**config.mk**
```make
export PLATFORM = sky130hd
export DESIGN_NAME = io_line_controller
export DESIGN_NICKNAME = d
export VERILOG_FILES = /design/src/io_line_pkg.sv /design/src/io_line_controller.sv
export SDC_FILE = /design/constraint.sdc
export NUM_CORES = 1
export LEC_CHECK = 0
export ABC_AREA = 1
export BUFFER_PORTS_ARGS = -buffer_cell sky130_fd_sc_hd__buf_2
export CAP_MARGIN = 20
export CORE_MARGIN = 2
export CORE_UTILIZATION = 50
export DETAILED_ROUTE_END_ITERATION = 16
export GPL_ROUTABILITY_DRIVEN = 0
export GPL_TIMING_DRIVEN = 0
export PLACE_DENSITY_LB_ADDON = 0.3
export RECOVER_POWER = 50
export SYNTH_ARGS = -nofsm -noshare
export SYNTH_HDL_FRONTEND = slang
export SYNTH_SLANG_ARGS = --single-unit
```
**constraint.sdc**
```tcl
create_clock -name mclk -period 51 [get_ports mclk]
set_input_delay 7.65 -clock mclk [delete_from_list [all_inputs] [get_ports mclk]]
set_output_delay 7.65 -clock mclk [all_outputs]
set_load 0.05 [all_outputs]
```
**src/io_line_pkg.sv**
```systemverilog
package io_line_pkg;
	localparam int unsigned NUM_LINES = 32;
	localparam logic [11:0] CTRL_ENABLE_OFF        = 12'h000;
	localparam logic [11:0] CTRL_DISABLE_OFF       = 12'h004;
	localparam logic [11:0] OWNERSHIP_STATUS_OFF   = 12'h008;
	localparam logic [11:0] OUTPUT_ENABLE_OFF      = 12'h010;
	localparam logic [11:0] OUTPUT_DISABLE_OFF     = 12'h014;
	localparam logic [11:0] OUTPUT_STATUS_OFF      = 12'h018;
	localparam logic [11:0] SET_OUTPUT_OFF         = 12'h030;
	localparam logic [11:0] CLEAR_OUTPUT_OFF       = 12'h034;
	localparam logic [11:0] OUTPUT_DATA_STATUS_OFF = 12'h038;
	localparam logic [11:0] PIN_LEVEL_STATUS_OFF   = 12'h03C;
	localparam logic [11:0] IRQ_ENABLE_OFF         = 12'h040;
	localparam logic [11:0] IRQ_DISABLE_OFF        = 12'h044;
	localparam logic [11:0] IRQ_MASK_OFF           = 12'h048;
	localparam logic [11:0] IRQ_STATUS_OFF         = 12'h04C;
	localparam logic [11:0] MULTIDRIVE_ENABLE_OFF  = 12'h050;
	localparam logic [11:0] MULTIDRIVE_DISABLE_OFF = 12'h054;
	localparam logic [11:0] MULTIDRIVE_STATUS_OFF  = 12'h058;
	localparam logic [11:0] PULLUP_DISABLE_OFF     = 12'h060;
	localparam logic [11:0] PULLUP_ENABLE_OFF      = 12'h064;
	localparam logic [11:0] PULLUP_STATUS_OFF      = 12'h068;
	localparam logic [11:0] PERIPH_A_SELECT_OFF    = 12'h070;
	localparam logic [11:0] PERIPH_B_SELECT_OFF    = 12'h074;
	localparam logic [11:0] PERIPH_SELECTOR_OFF    = 12'h078;
	localparam logic [11:0] OUTPUT_WRITE_EN_OFF    = 12'h0A0;
	localparam logic [11:0] OUTPUT_WRITE_DIS_OFF   = 12'h0A4;
	localparam logic [11:0] OUTPUT_WRITE_MASK_OFF  = 12'h0A8;
	localparam logic [31:0] ZERO_RESET             = 32'h00000000;
	localparam logic [31:0] IMPLEMENTED_DEFAULT    = 32'hFFFFFFFF;
	localparam logic [31:0] MUXED_DEFAULT          = 32'hFFFFFFFF;
	localparam logic [31:0] OWNERSHIP_DEFAULT      = 32'hFFFFFFFF;

	typedef struct packed {
		logic [31:0] out;
		logic [31:0] oe;
	} periph_drive_t;

	typedef struct packed {
		logic [31:0] out;
		logic [31:0] oe;
		logic [31:0] pullup_en;
	} pad_ctrl_t;
endpackage

```
**src/io_line_controller.sv**
```systemverilog
//  Function
// - Pull-up enable clears status, disable sets
// - Reset enables all pull-ups
// - Controller enable/disable sets/clears ownership
// - Unmuxed lines ignore ownership writes, read one
// - Ownership reset value is per-line parameter
// - A select clears, B select sets selector
// - Selector steers outputs only; inputs see pin
// - Selector resets to peripheral A
// - Peripheral owns drive when ownership zero
// - Output enable/disable sets/clears output status
// - Set/clear output write output data
// - Output writes update even when peripheral-owned
// - Direct data write changes masked bits only
// - Write enable/disable sets/clears write mask
// - Write mask resets to zero
// - Multi-drive bit makes line open drain
// - Multi-drive resets to zero
// - Pin level register returns sampled pins
// - Sampling only while gated clock enabled
// - Configuration writes work without gated clock
// - Interrupt only while gated clock enabled
// - Change sets status; masked OR; read clears
// - Unimplemented bits ignore writes, read zero
`timescale 1ns/1ps
module io_line_controller
	import io_line_pkg::*;
#(
	parameter logic [31:0] IMPLEMENTED   = IMPLEMENTED_DEFAULT,
	parameter logic [31:0] MUXED         = MUXED_DEFAULT,
	parameter logic [31:0] OWNERSHIP_RST = OWNERSHIP_DEFAULT
) (
	input  wire logic          mclk,
	input  wire logic          rst,
	input  wire logic          psel,
	input  wire logic          penable,
	input  wire logic          pwrite,
	input  wire logic [11:0]   paddr,
	input  wire logic [31:0]   pwdata,
	output logic      [31:0]   prdata,
	output logic               pready,
	output logic               pslverr,
	input  wire logic          clk_enable,
	input  wire logic [31:0]   pad_in,
	output pad_ctrl_t          pad,
	input  periph_drive_t      periph_a,
	input  periph_drive_t      periph_b,
	output logic      [31:0]   periph_in,
	output logic               irq
);
	localparam logic [31:0] OWN_FIXED = IMPLEMENTED & ~MUXED;

	logic [31:0] pullup_status;
	logic [31:0] ownership;
	logic [31:0] selector;
	logic [31:0] output_status;
	logic [31:0] output_data;
	logic [31:0] write_mask;
	logic [31:0] multidrive;
	logic [31:0] irq_mask;
	logic [31:0] irq_status;
	logic [31:0] pin_sync1;
	logic [31:0] pin_sync2;
	logic [31:0] pin_level;
	logic        clk_en_s1;
	logic        clk_en_s2;
	logic        clk_en_d;
	logic [31:0] next_drive_out;
	logic [31:0] next_drive_oe;
	logic [31:0] next_prdata;
	logic [31:0] wdata;
	logic [31:0] change;
	logic        access;
	logic        wr;
	logic        rd;
	logic        mapped;

	function automatic logic hit(input logic [11:0] off);
		return wr && (paddr == off);
	endfunction

	assign access = psel && penable && pready;
	assign wr     = access && pwrite;
	assign rd     = access && !pwrite;
	assign wdata  = pwdata & IMPLEMENTED;

	// One wait state: pready is registered high in the second access cycle
	always_ff @(posedge mclk or posedge rst) begin
		if (rst) begin
			pready <= 1'b0;
		end else begin
			pready <= psel && penable && !pready;
		end
	end

	always_ff @(posedge mclk or posedge rst) begin
		if (rst) begin
			pullup_status <= ZERO_RESET;
		end else if (hit(PULLUP_ENABLE_OFF)) begin
			pullup_status <= pullup_status & ~wdata;
		end else if (hit(PULLUP_DISABLE_OFF)) begin
			pullup_status <= pullup_status | wdata;
		end
	end

	always_ff @(posedge mclk or posedge rst) begin
		if (rst) begin
			ownership <= (OWNERSHIP_RST | OWN_FIXED) & IMPLEMENTED;
		end else if (hit(CTRL_ENABLE_OFF)) begin
			ownership <= ownership | wdata;
		end else if (hit(CTRL_DISABLE_OFF)) begin
			ownership <= (ownership & ~wdata) | OWN_FIXED;
		end
	end

	always_ff @(posedge mclk or posedge rst) begin
		if (rst) begin
			selector <= ZERO_RESET;
		end else if (hit(PERIPH_A_SELECT_OFF)) begin
			selector <= selector & ~wdata;
		end else if (hit(PERIPH_B_SELECT_OFF)) begin
			selector <= selector | wdata;
		end
	end

	// Writes land regardless of ownership or gated clock
	always_ff @(posedge mclk or posedge rst) begin
		if (rst) begin
			output_status <= ZERO_RESET;
		end else if (hit(OUTPUT_ENABLE_OFF)) begin
			output_status <= output_status | wdata;
		end else if (hit(OUTPUT_DISABLE_OFF)) begin
			output_status <= output_status & ~wdata;
		end
	end

	always_ff @(posedge mclk or posedge rst) begin
		if (rst) begin
			output_data <= ZERO_RESET;
		end else if (hit(SET_OUTPUT_OFF)) begin
			output_data <= output_data | wdata;
		end else if (hit(CLEAR_OUTPUT_OFF)) begin
			output_data <= output_data & ~wdata;
		end else if (hit(OUTPUT_DATA_STATUS_OFF)) begin
			output_data <= (output_data & ~write_mask)
				| (wdata & write_mask);
		end
	end

	always_ff @(posedge mclk or posedge rst) begin
		if (rst) begin
			write_mask <= ZERO_RESET;
		end else if (hit(OUTPUT_WRITE_EN_OFF)) begin
			write_mask <= write_mask | wdata;
		end else if (hit(OUTPUT_WRITE_DIS_OFF)) begin
			write_mask <= write_mask & ~wdata;
		end
	end

	always_ff @(posedge mclk or posedge rst) begin
		if (rst) begin
			multidrive <= ZERO_RESET;
		end else if (hit(MULTIDRIVE_ENABLE_OFF)) begin
			multidrive <= multidrive | wdata;
		end else if (hit(MULTIDRIVE_DISABLE_OFF)) begin
			multidrive <= multidrive & ~wdata;
		end
	end

	always_ff @(posedge mclk or posedge rst) begin
		if (rst) begin
			irq_mask <= ZERO_RESET;
		end else if (hit(IRQ_ENABLE_OFF)) begin
			irq_mask <= irq_mask | wdata;
		end else if (hit(IRQ_DISABLE_OFF)) begin
			irq_mask <= irq_mask & ~wdata;
		end
	end

	// Pin and clock-enable synchronisers
	always_ff @(posedge mclk or posedge rst) begin
		if (rst) begin
			pin_sync1 <= ZERO_RESET;
			pin_sync2 <= ZERO_RESET;
			clk_en_s1 <= 1'b0;
			clk_en_s2 <= 1'b0;
		end else begin
			pin_sync1 <= pad_in;
			pin_sync2 <= pin_sync1;
			clk_en_s1 <= clk_enable;
			clk_en_s2 <= clk_en_s1;
		end
	end

	// Sampling frozen while gated clock is off
	always_ff @(posedge mclk or posedge rst) begin
		if (rst) begin
			pin_level <= ZERO_RESET;
			clk_en_d  <= 1'b0;
		end else begin
			clk_en_d <= clk_en_s2;
			if (clk_en_s2) begin
				pin_level <= pin_sync2 & IMPLEMENTED;
			end
		end
	end

	// Compare only two successive gated samples
	assign change = (clk_en_s2 && clk_en_d) ?
		((pin_sync2 ^ pin_level) & IMPLEMENTED) : ZERO_RESET;

	// New change wins over the read clear
	always_ff @(posedge mclk or posedge rst) begin
		if (rst) begin
			irq_status <= ZERO_RESET;
		end else if (rd && paddr == IRQ_STATUS_OFF) begin
			irq_status <= change;
		end else begin
			irq_status <= irq_status | change;
		end
	end

	always_ff @(posedge mclk or posedge rst) begin
		if (rst) begin
			irq <= 1'b0;
		end else begin
			irq <= clk_en_s2 && |(irq_status & irq_mask);
		end
	end

	always_comb begin
		for (int i = 0; i < NUM_LINES; i++) begin
			if (ownership[i]) begin
				next_drive_out[i] = output_data[i];
				next_drive_oe[i]  = output_status[i];
			end else if (selector[i]) begin
				next_drive_out[i] = periph_b.out[i];
				next_drive_oe[i]  = periph_b.oe[i];
			end else begin
				next_drive_out[i] = periph_a.out[i];
				next_drive_oe[i]  = periph_a.oe[i];
			end
		end
	end

	always_ff @(posedge mclk or posedge rst) begin
		if (rst) begin
			pad.out       <= ZERO_RESET;
			pad.oe        <= ZERO_RESET;
			pad.pullup_en <= IMPLEMENTED;
			periph_in <= ZERO_RESET;
		end else begin
			pad.out <= next_drive_out & IMPLEMENTED;
			// Open drain: drive only the low level
			pad.oe <= next_drive_oe & ~(multidrive & next_drive_out)
				& IMPLEMENTED;
			pad.pullup_en <= ~pullup_status & IMPLEMENTED;
			periph_in     <= pin_sync2;
		end
	end

	always_comb begin
		mapped      = 1'b1;
		next_prdata = ZERO_RESET;
		unique case (paddr)
			OWNERSHIP_STATUS_OFF:   next_prdata = ownership;
			OUTPUT_STATUS_OFF:      next_prdata = output_status;
			OUTPUT_DATA_STATUS_OFF: next_prdata = output_data;
			PIN_LEVEL_STATUS_OFF:   next_prdata = pin_level;
			IRQ_MASK_OFF:           next_prdata = irq_mask;
			IRQ_STATUS_OFF:         next_prdata = irq_status;
			MULTIDRIVE_STATUS_OFF:  next_prdata = multidrive;
			PULLUP_STATUS_OFF:      next_prdata = pullup_status;
			PERIPH_SELECTOR_OFF:    next_prdata = selector;
			OUTPUT_WRITE_MASK_OFF:  next_prdata = write_mask;
			CTRL_ENABLE_OFF, CTRL_DISABLE_OFF, OUTPUT_ENABLE_OFF,
			OUTPUT_DISABLE_OFF, SET_OUTPUT_OFF, CLEAR_OUTPUT_OFF,
			IRQ_ENABLE_OFF, IRQ_DISABLE_OFF, MULTIDRIVE_ENABLE_OFF,
			MULTIDRIVE_DISABLE_OFF, PULLUP_DISABLE_OFF,
			PULLUP_ENABLE_OFF, PERIPH_A_SELECT_OFF,
			PERIPH_B_SELECT_OFF, OUTPUT_WRITE_EN_OFF,
			OUTPUT_WRITE_DIS_OFF:   next_prdata = ZERO_RESET;
			default:                mapped = 1'b0;
		endcase
	end

	always_ff @(posedge mclk or posedge rst) begin
		if (rst) begin
			prdata  <= ZERO_RESET;
			pslverr <= 1'b0;
		end else begin
			prdata  <= (psel && !pwrite) ?
				(next_prdata & IMPLEMENTED) : ZERO_RESET;
			pslverr <= psel && penable && !pready && !mapped;
		end
	end
endmodule

```
Word-level counts from Yosys, hierarchy flattened
Cells that the tools add are included. W data, S select, Z words.

Flip-flop bits (word level): 550. Input port bits: 210. Output and inout port bits: 163. Word-level logic and storage cells: 267.

Equal/unequal tests: 25. Mux-type cells: 150. Bitwise operators: 28. Reductions and logical operators: 41.

Operator list (number): $mux W32 (20); $and A32 B32 Y32 (13); $or A32 B32 Y32 (10); $pmux W32 S10 (1); $eq A12 B7 Y1 const B (13); $mux W1 (129); $not A32 Y32 (4); $eq A12 B6 Y1 const B (4); $eq A12 B5 Y1 const B (3); $eq A12 B8 Y1 const B (3); $reduce_or A32 Y1 (1); $xor A32 B32 Y32 (1); $logic_and A1 B1 Y1 (27); $reduce_or A26 Y1 (1); $reduce_bool A2 Y1 (7); $eq A12 B3 Y1 const B (1); $eq A12 B4 Y1 const B (1); $logic_not A12 Y1 (1); $logic_not A1 Y1 (3); $reduce_bool A3 Y1 (1).

Logic depth before layout (Yosys ltp)
Gate-level depths: netlist of the first run.

Depth after elaboration: 7. Depth in mapped cells: 13. Depth with buffers taken out: 12.

Worst setup path before layout of the first run
Ideal clock, no wire load.

Path kind: input-to-reg. Start: input port paddr[9]. End: register with a tool-made name. Setup time: 0.123 ns. Arrival: 8.859 ns. Required time: 50.877 ns. Setup slack: 42.018 ns. Stages: 10. Buffers on the path: 2. Cells stage by stage: nor2_1 -> nand2_2 -> inv_2 -> buf_4 -> nand4_1 -> nand2_1 -> inv_2 -> buf_2 -> o21ai_0 -> nand2_1.

RTL lines: from (decl) (RTL line io_line_controller.sv:38) `input wire logic [11:0] paddr,`.

==> results.sh, run 1 <==
export IMPL_status="finished with violations"
export IMPL_violations="max-capacitance violations, max-slew violations"
export IMPL_core_sq_um=51500
export IMPL_cts_repair_resized=0
export IMPL_cts_setup_buffers=0
export IMPL_critPathCapture="prdata[29]"
export IMPL_reg2regPathDepth=6
export IMPL_leakage_nw=16.9
export IMPL_dr_pass1_iters=8
export IMPL_min_path_cells=0
export IMPL_ys_warn_count=0
export IMPL_track_usage=0.342
export IMPL_crit_path_max_fanout=115
export IMPL_clock_skew_ns=0.0190
export IMPL_hold_buffers=0
export IMPL_met2_usage=0.504
export IMPL_drt_initial_drc_count=3326
export IMPL_num_vias=25100
export IMPL_fin_nets=4001
export IMPL_busiest_layer="met2"
export IMPL_slowest_delay_ns=3.76
export IMPL_drt_drc_violations_left=0
export IMPL_slew_viol_final=433
export IMPL_clock_latency_ns=0.63
export IMPL_core_rowCount=83
export IMPL_htreeDepth=2
export IMPL_cp_start_kind="input port"
export IMPL_cpMostUsedCell="clkbuf_1"
export IMPL_cts_sinks=550
export IMPL_clk_path_buf_depth=3
export IMPL_place_hpwl_um=67400
export IMPL_initial_core_util=0.507
export IMPL_grt_setup_unrepaired="no"
export IMPL_clk_pin_slew_ns=0.06
export IMPL_ys_ff_latch=550
export IMPL_path_cells="buf_2, clkinvlp_2, clkbuf_1, clkbuf_1"
export IMPL_min_path_type="flop to flop"
export IMPL_final_hold_violation_count=0
export IMPL_ys_seq_area_frac=0.530
export IMPL_die_h_um=233
export IMPL_peakVddDrop_mv=0.0305
export IMPL_power_total_uw=975
export IMPL_syn_avg_cell_area_sq_um=7.71
export IMPL_worstMarginPinSlew_ns=6.53
export IMPL_ys_types=32
export IMPL_rr_startpoint="pready"
export IMPL_overflow=0
export IMPL_maxCapViolCount=4
export IMPL_vias_per_cell=5.55
export IMPL_syn2layout_area_growth_pct=17.8
export IMPL_synthFlopType="dfrtp_1"
export IMPL_portBuffers=340
export IMPL_met1_usage=0.466
export IMPL_grt_pass1_vias=23300
export IMPL_max_freq_mhz=54.4
export IMPL_drt_antenna_violating_nets=0
export IMPL_finalWirelength_um=92500
export IMPL_die_w_um=233
export IMPL_postSynthCellCount=3388
export IMPL_period_share=0.360
export IMPL_grt_first_pass_wirelength_um=139000
export IMPL_drive_gt1_frac=0.155
export IMPL_endpoint_kind="asynchronous set/reset pin"
export IMPL_synth_fp_nets=3598
export IMPL_setup_violations_final=0
export IMPL_syn_area_sq_um=26100
export IMPL_holdWs_ns=0.342
export IMPL_ios=373
export IMPL_critPathRequiredTime_ns=50.51
export IMPL_post_drt_wl_per_cell_um=20.5
export IMPL_synth_edff_count=0
export IMPL_relSlewSlack=-3.35
export IMPL_clock_root_buffer="clkbuf_16"
export IMPL_dieArea_sq_um=54100
export IMPL_cts_tree="done"
export IMPL_powerDensity_nw_per_um2=31.7
export IMPL_fin_tns_setup_ns=0
export IMPL_cts_buffers_inserted=57
export IMPL_gr_usage_met3=0.0952
export IMPL_period_minus_slack_ns=18.37
export IMPL_async_flop_share=1.00
export IMPL_critPathLaunch="rst"
export IMPL_critPathKind="input port to asynchronous set/reset pin"
export IMPL_crit_arrival_ns=17.88
export IMPL_grt_max_degree=132
export IMPL_cpMaxStageDelayCell="clkbuf_1"
export IMPL_r2r_slack_ns=48.55
export IMPL_antenna_found_initial=7
layout by cell type (no fill, tap or decap), types with 2 or more instances in the layout:
cell type and instances:
a22oi_1 32, nand2_2 3, nor3_2 2, dfrtp_1 486, xnor2_1 32, inv_1 432
o22ai_1 32, nand2_1 1162, dfstp_2 64, nand3_1 262, nor2_2 7, inv_2 6
clkinv_4 2, o211ai_1 2, a21oi_1 100, nor2_1 314, diode_2 4, o21ai_0 116
nand4_1 44, nor2_8 2, o31ai_1 31, buf_1 3, clkbuf_16 59, nor3_1 2
clkbuf_1 111, buf_2 381, nor2_4 6, bufinv_16 9, buf_4 22, clkbuf_8 15
o21ai_1 82, clkinv_2 8
metal layers:
| layer | routed length (um) | vias to the layer above | part of all wire |
|---|---|---|---|
| met1 | 35700 | 11800 | 0.39 |
| li1 | - | 11400 | - |
| met5 | 59 | - | 0.00064 |
| met3 | 11800 | 325 | 0.13 |
| met2 | 39900 | 1594 | 0.43 |
| met4 | 5150 | 10 | 0.056 |
where the power goes:
group | switching (mW) | total [mW] | internal, mW
registers | 0.00626 | 0.452 | 0.446
clock network | 0.182 | 0.461 | 0.279
logic | 0.0464 | 0.0616 | 0.0152
critical path, delay by kind of cell:
family | cells | cell delay (ns)
buf+inv | 4 | 9.98
logic make-up after synthesis:
| kind of cell | share of synthesized area |
|---|---|
| DFF | 0.530 |
| xor gates and xnor gates | 0.0107 |
| and+or+nand+nor | 0.283 |
| buffers and inverters | 0.0921 |
| AOI/OAI and AO/OA | 0.0838 |
through the flow:
stage	worst slack, ns	utilization	std cells	area [sq um]
floorplan	28.08	-	3388	26100
global placement	22.24	0.557	4408	28700
detailed placement	41.14	0.559	4412	28800
CTS	41.76	0.599	4519	30900
global route	30.46	0.597	4519	30800
finish	32.63	0.597	4523	30800
synthesized netlist by cell type (all sizes together) (31+ instances only):
cell | count | area share
a21oi | 100 | 0.019
a22oi | 32 | 0.0092
buf | 78 | 0.017
clkbuf | 84 | 0.012
dfrtp | 486 | 0.47
dfstp | 64 | 0.064
inv | 439 | 0.063
nand2 | 1166 | 0.17
nand3 | 263 | 0.051
nand4 | 45 | 0.011
nor2 | 329 | 0.051
o21ai | 198 | 0.038
o22ai | 32 | 0.0077
o31ai | 31 | 0.0089
xnor2 | 32 | 0.011
cell type report:
class	count	area [sq um]
timing repair buffer	344	1730
buffer	162	757
clock buffer	86	1730
sequential	550	13800
fill	4740	20700
multi-input combinational	2237	9860
tap	680	851
antenna	4	10.0
inverter	439	1650
clock inverter	21	344
how the worst min path moves through the flow:
stage                  start             to  slack, ns
2_1_floorplan      clk_en_s1      clk_en_s2       0.33
3_3_place_gp    pin_sync1[0]   pin_sync2[0]       0.33
3_5_place_dp   pin_sync1[15]  pin_sync2[15]       0.33
4_1_cts         pin_sync1[7]   pin_sync2[7]       0.34
5_1_grt         pin_sync1[7]   pin_sync2[7]       0.34
6_report        pin_sync1[7]   pin_sync2[7]       0.34
Note: power is estimated with default switching activity, not from simulation.
==> inputs of run 2 (changes only) <==
clock period = 19 ns   (was 51 ns; I/O delays follow)
==> run 2 against run 1 <==
  * The run still ends with max-capacitance violations, max-slew violations left
  * Critical path type unchanged
  * Clock power grew to 2.7 times the previous value
  * Sequential power grew to 2.7 times the previous value
  * Register-to-register slack lost 32 ns
  * Clock skew grew 0.00077 ns
  * Non-clock buffer count is the same
  * Largest power group unchanged
  * Largest cell class unchanged
  * Combinational power grew to 2.7 times the previous value
==> results.sh, run 2 (same netlist as run 1, synthesis figures left out) <==
export IMPL_htreeDepth=2
export IMPL_ios=373
export IMPL_clk_path_buf_depth=3
export IMPL_dieArea_sq_um=54100
export IMPL_clock_root_buffer="clkbuf_16"
export IMPL_grt_first_pass_wirelength_um=139000
export IMPL_fin_util=0.598
export IMPL_cts_tree="done"
export IMPL_seq_area_sq_um=13800
export IMPL_r2r_slack_ns=16.55
export IMPL_final_cell_mix="nand2_1, dfrtp_1, inv_1"
export IMPL_grt_max_degree=132
export IMPL_syn2layout_area_growth_pct=18.0
export IMPL_leakage_nw=16.9
export IMPL_nFillCells=4734
export IMPL_finalWirelength_um=92400
export IMPL_slew_viol_final=201
export IMPL_crit_arrival_ns=9.38
export IMPL_dr_pass1_iters=9
export IMPL_min_path_type="flop to flop"
export IMPL_vias_per_cell=5.53
export IMPL_num_vias=25000
export IMPL_crit_path_max_fanout=115
export IMPL_overflow=0
export IMPL_status="finished with violations"
export IMPL_setup_violations_final=0
export IMPL_multi_input_area_sq_um=9860
export IMPL_post_drt_wl_per_cell_um=20.4
export IMPL_period_minus_slack_ns=9.83
export IMPL_core_sq_um=51500
export IMPL_grt_pass1_vias=23300
export IMPL_worstMarginPinSlew_ns=4.92
export IMPL_antenna_found_initial=7
export IMPL_relSlewSlack=-2.28
export IMPL_final_area_sq_um=30800
export IMPL_maxCapViolCount=2
export IMPL_drive_gt1_frac=0.155
export IMPL_cts_sinks=550
export IMPL_violations="max-capacitance violations, max-slew violations"
export IMPL_fin_nets=4001
export IMPL_portBuffers=340
export IMPL_endpoint_kind="asynchronous set/reset pin"
export IMPL_final_hold_violation_count=0
export IMPL_core_rowCount=83
export IMPL_cpMaxStageDelayCell="clkbuf_1"
export IMPL_cp_start_kind="input port"
export IMPL_die_w_um=233
export IMPL_critPathKind="input port to asynchronous set/reset pin"
export IMPL_layout_commonest_cell="nand2_1"
export IMPL_place_hpwl_um=67400
export IMPL_placed_cell_area_sq_um=28800
export IMPL_hold_buffers=0
export IMPL_max_freq_mhz=102
export IMPL_clock_latency_ns=0.63
export IMPL_drt_antenna_violating_nets=0
export IMPL_critPathRequiredTime_ns=18.55
export IMPL_period_share=0.517
export IMPL_path_cells="buf_2, clkinvlp_2, clkbuf_1"
export IMPL_cts_buffers_inserted=57
export IMPL_initial_core_util=0.507
export IMPL_track_usage=0.342
export IMPL_peakVddDrop_mv=0.0817
export IMPL_drt_initial_drc_count=3388
export IMPL_cts_setup_buffers=0
export IMPL_die_h_um=233
export IMPL_holdWs_ns=0.342
export IMPL_clk_pin_slew_ns=0.06
export IMPL_power_total_mw=2.62
export IMPL_grt_setup_unrepaired="no"
export IMPL_cts_repair_resized=0
export IMPL_slowest_delay_ns=3.61
export IMPL_powerDensity_nw_per_um2=84.9
export IMPL_clock_skew_ns=0.0198
export IMPL_drt_drc_violations_left=0
[run 2: cell types whose count changed in the layout (fill, tap and decap cells not counted), sizes merged]
cell	delta
buf	+2
clkbuf	-2
diode	-1
[run 2: critical path, delay by kind of cell]
family   cells  cell delay [ns]
buf+inv      3             6.42
[run 2: power breakdown]
part | internal, mW | switching (mW)
Combinational | 0.0423 | 0.125
Clock | 0.748 | 0.488
Sequential | 1.20 | 0.0169
[run 2: layout make-up]
type | instances | area share
repair buffers | 344 | 0.0575
plain buffers | 162 | 0.0246
flip-flops and latches | 550 | 0.449
well taps | 680 | 0.0276
diodes | 3 | 0.000244
clock buffers | 86 | 0.0561
clock inverters | 21 | 0.0112
multi-input cells | 2237 | 0.320
inverters | 439 | 0.0535
[run 2: path summary, 6_finish.rpt]
kind / start / end / cells past startpoint
setup reg to reg: pready / flop / 6
min in group asynchronous: rst / pad[70] / 2
setup / recovery: rst / pad[80] / 3
hold reg to reg: pin_sync1[7] / pin_sync2[7] / 0
max in group mclk: paddr[11] / prdata[17] / 11
hold / removal: pin_sync1[7] / pin_sync2[7] / 0
[run 2: metal layers]
layer / share of wire / track usage / vias to the layer above / routed length (um)
met5: 0.00071 / 0 / - / 66
li1: - / - / 11400 / -
met3: 0.13 / 0.0952 / 319 / 11600
met4: 0.054 / 0.160 / 10 / 4990
met2: 0.43 / 0.504 / 1582 / 39800
met1: 0.39 / 0.466 / 11700 / 36000
[run 2: through the flow]
step | worst slack (ns) | TNS [ns] | std cells
after detailed placement | 13.94 | 0 | 4412
after global routing | 7.75 | 0 | 4519
after floorplan | 0.879 | 0 | 3388
after CTS | 14.56 | 0 | 4519
final | 9.17 | 0 | 4522
after global placement | -4.96 | -2375.87 | 4408
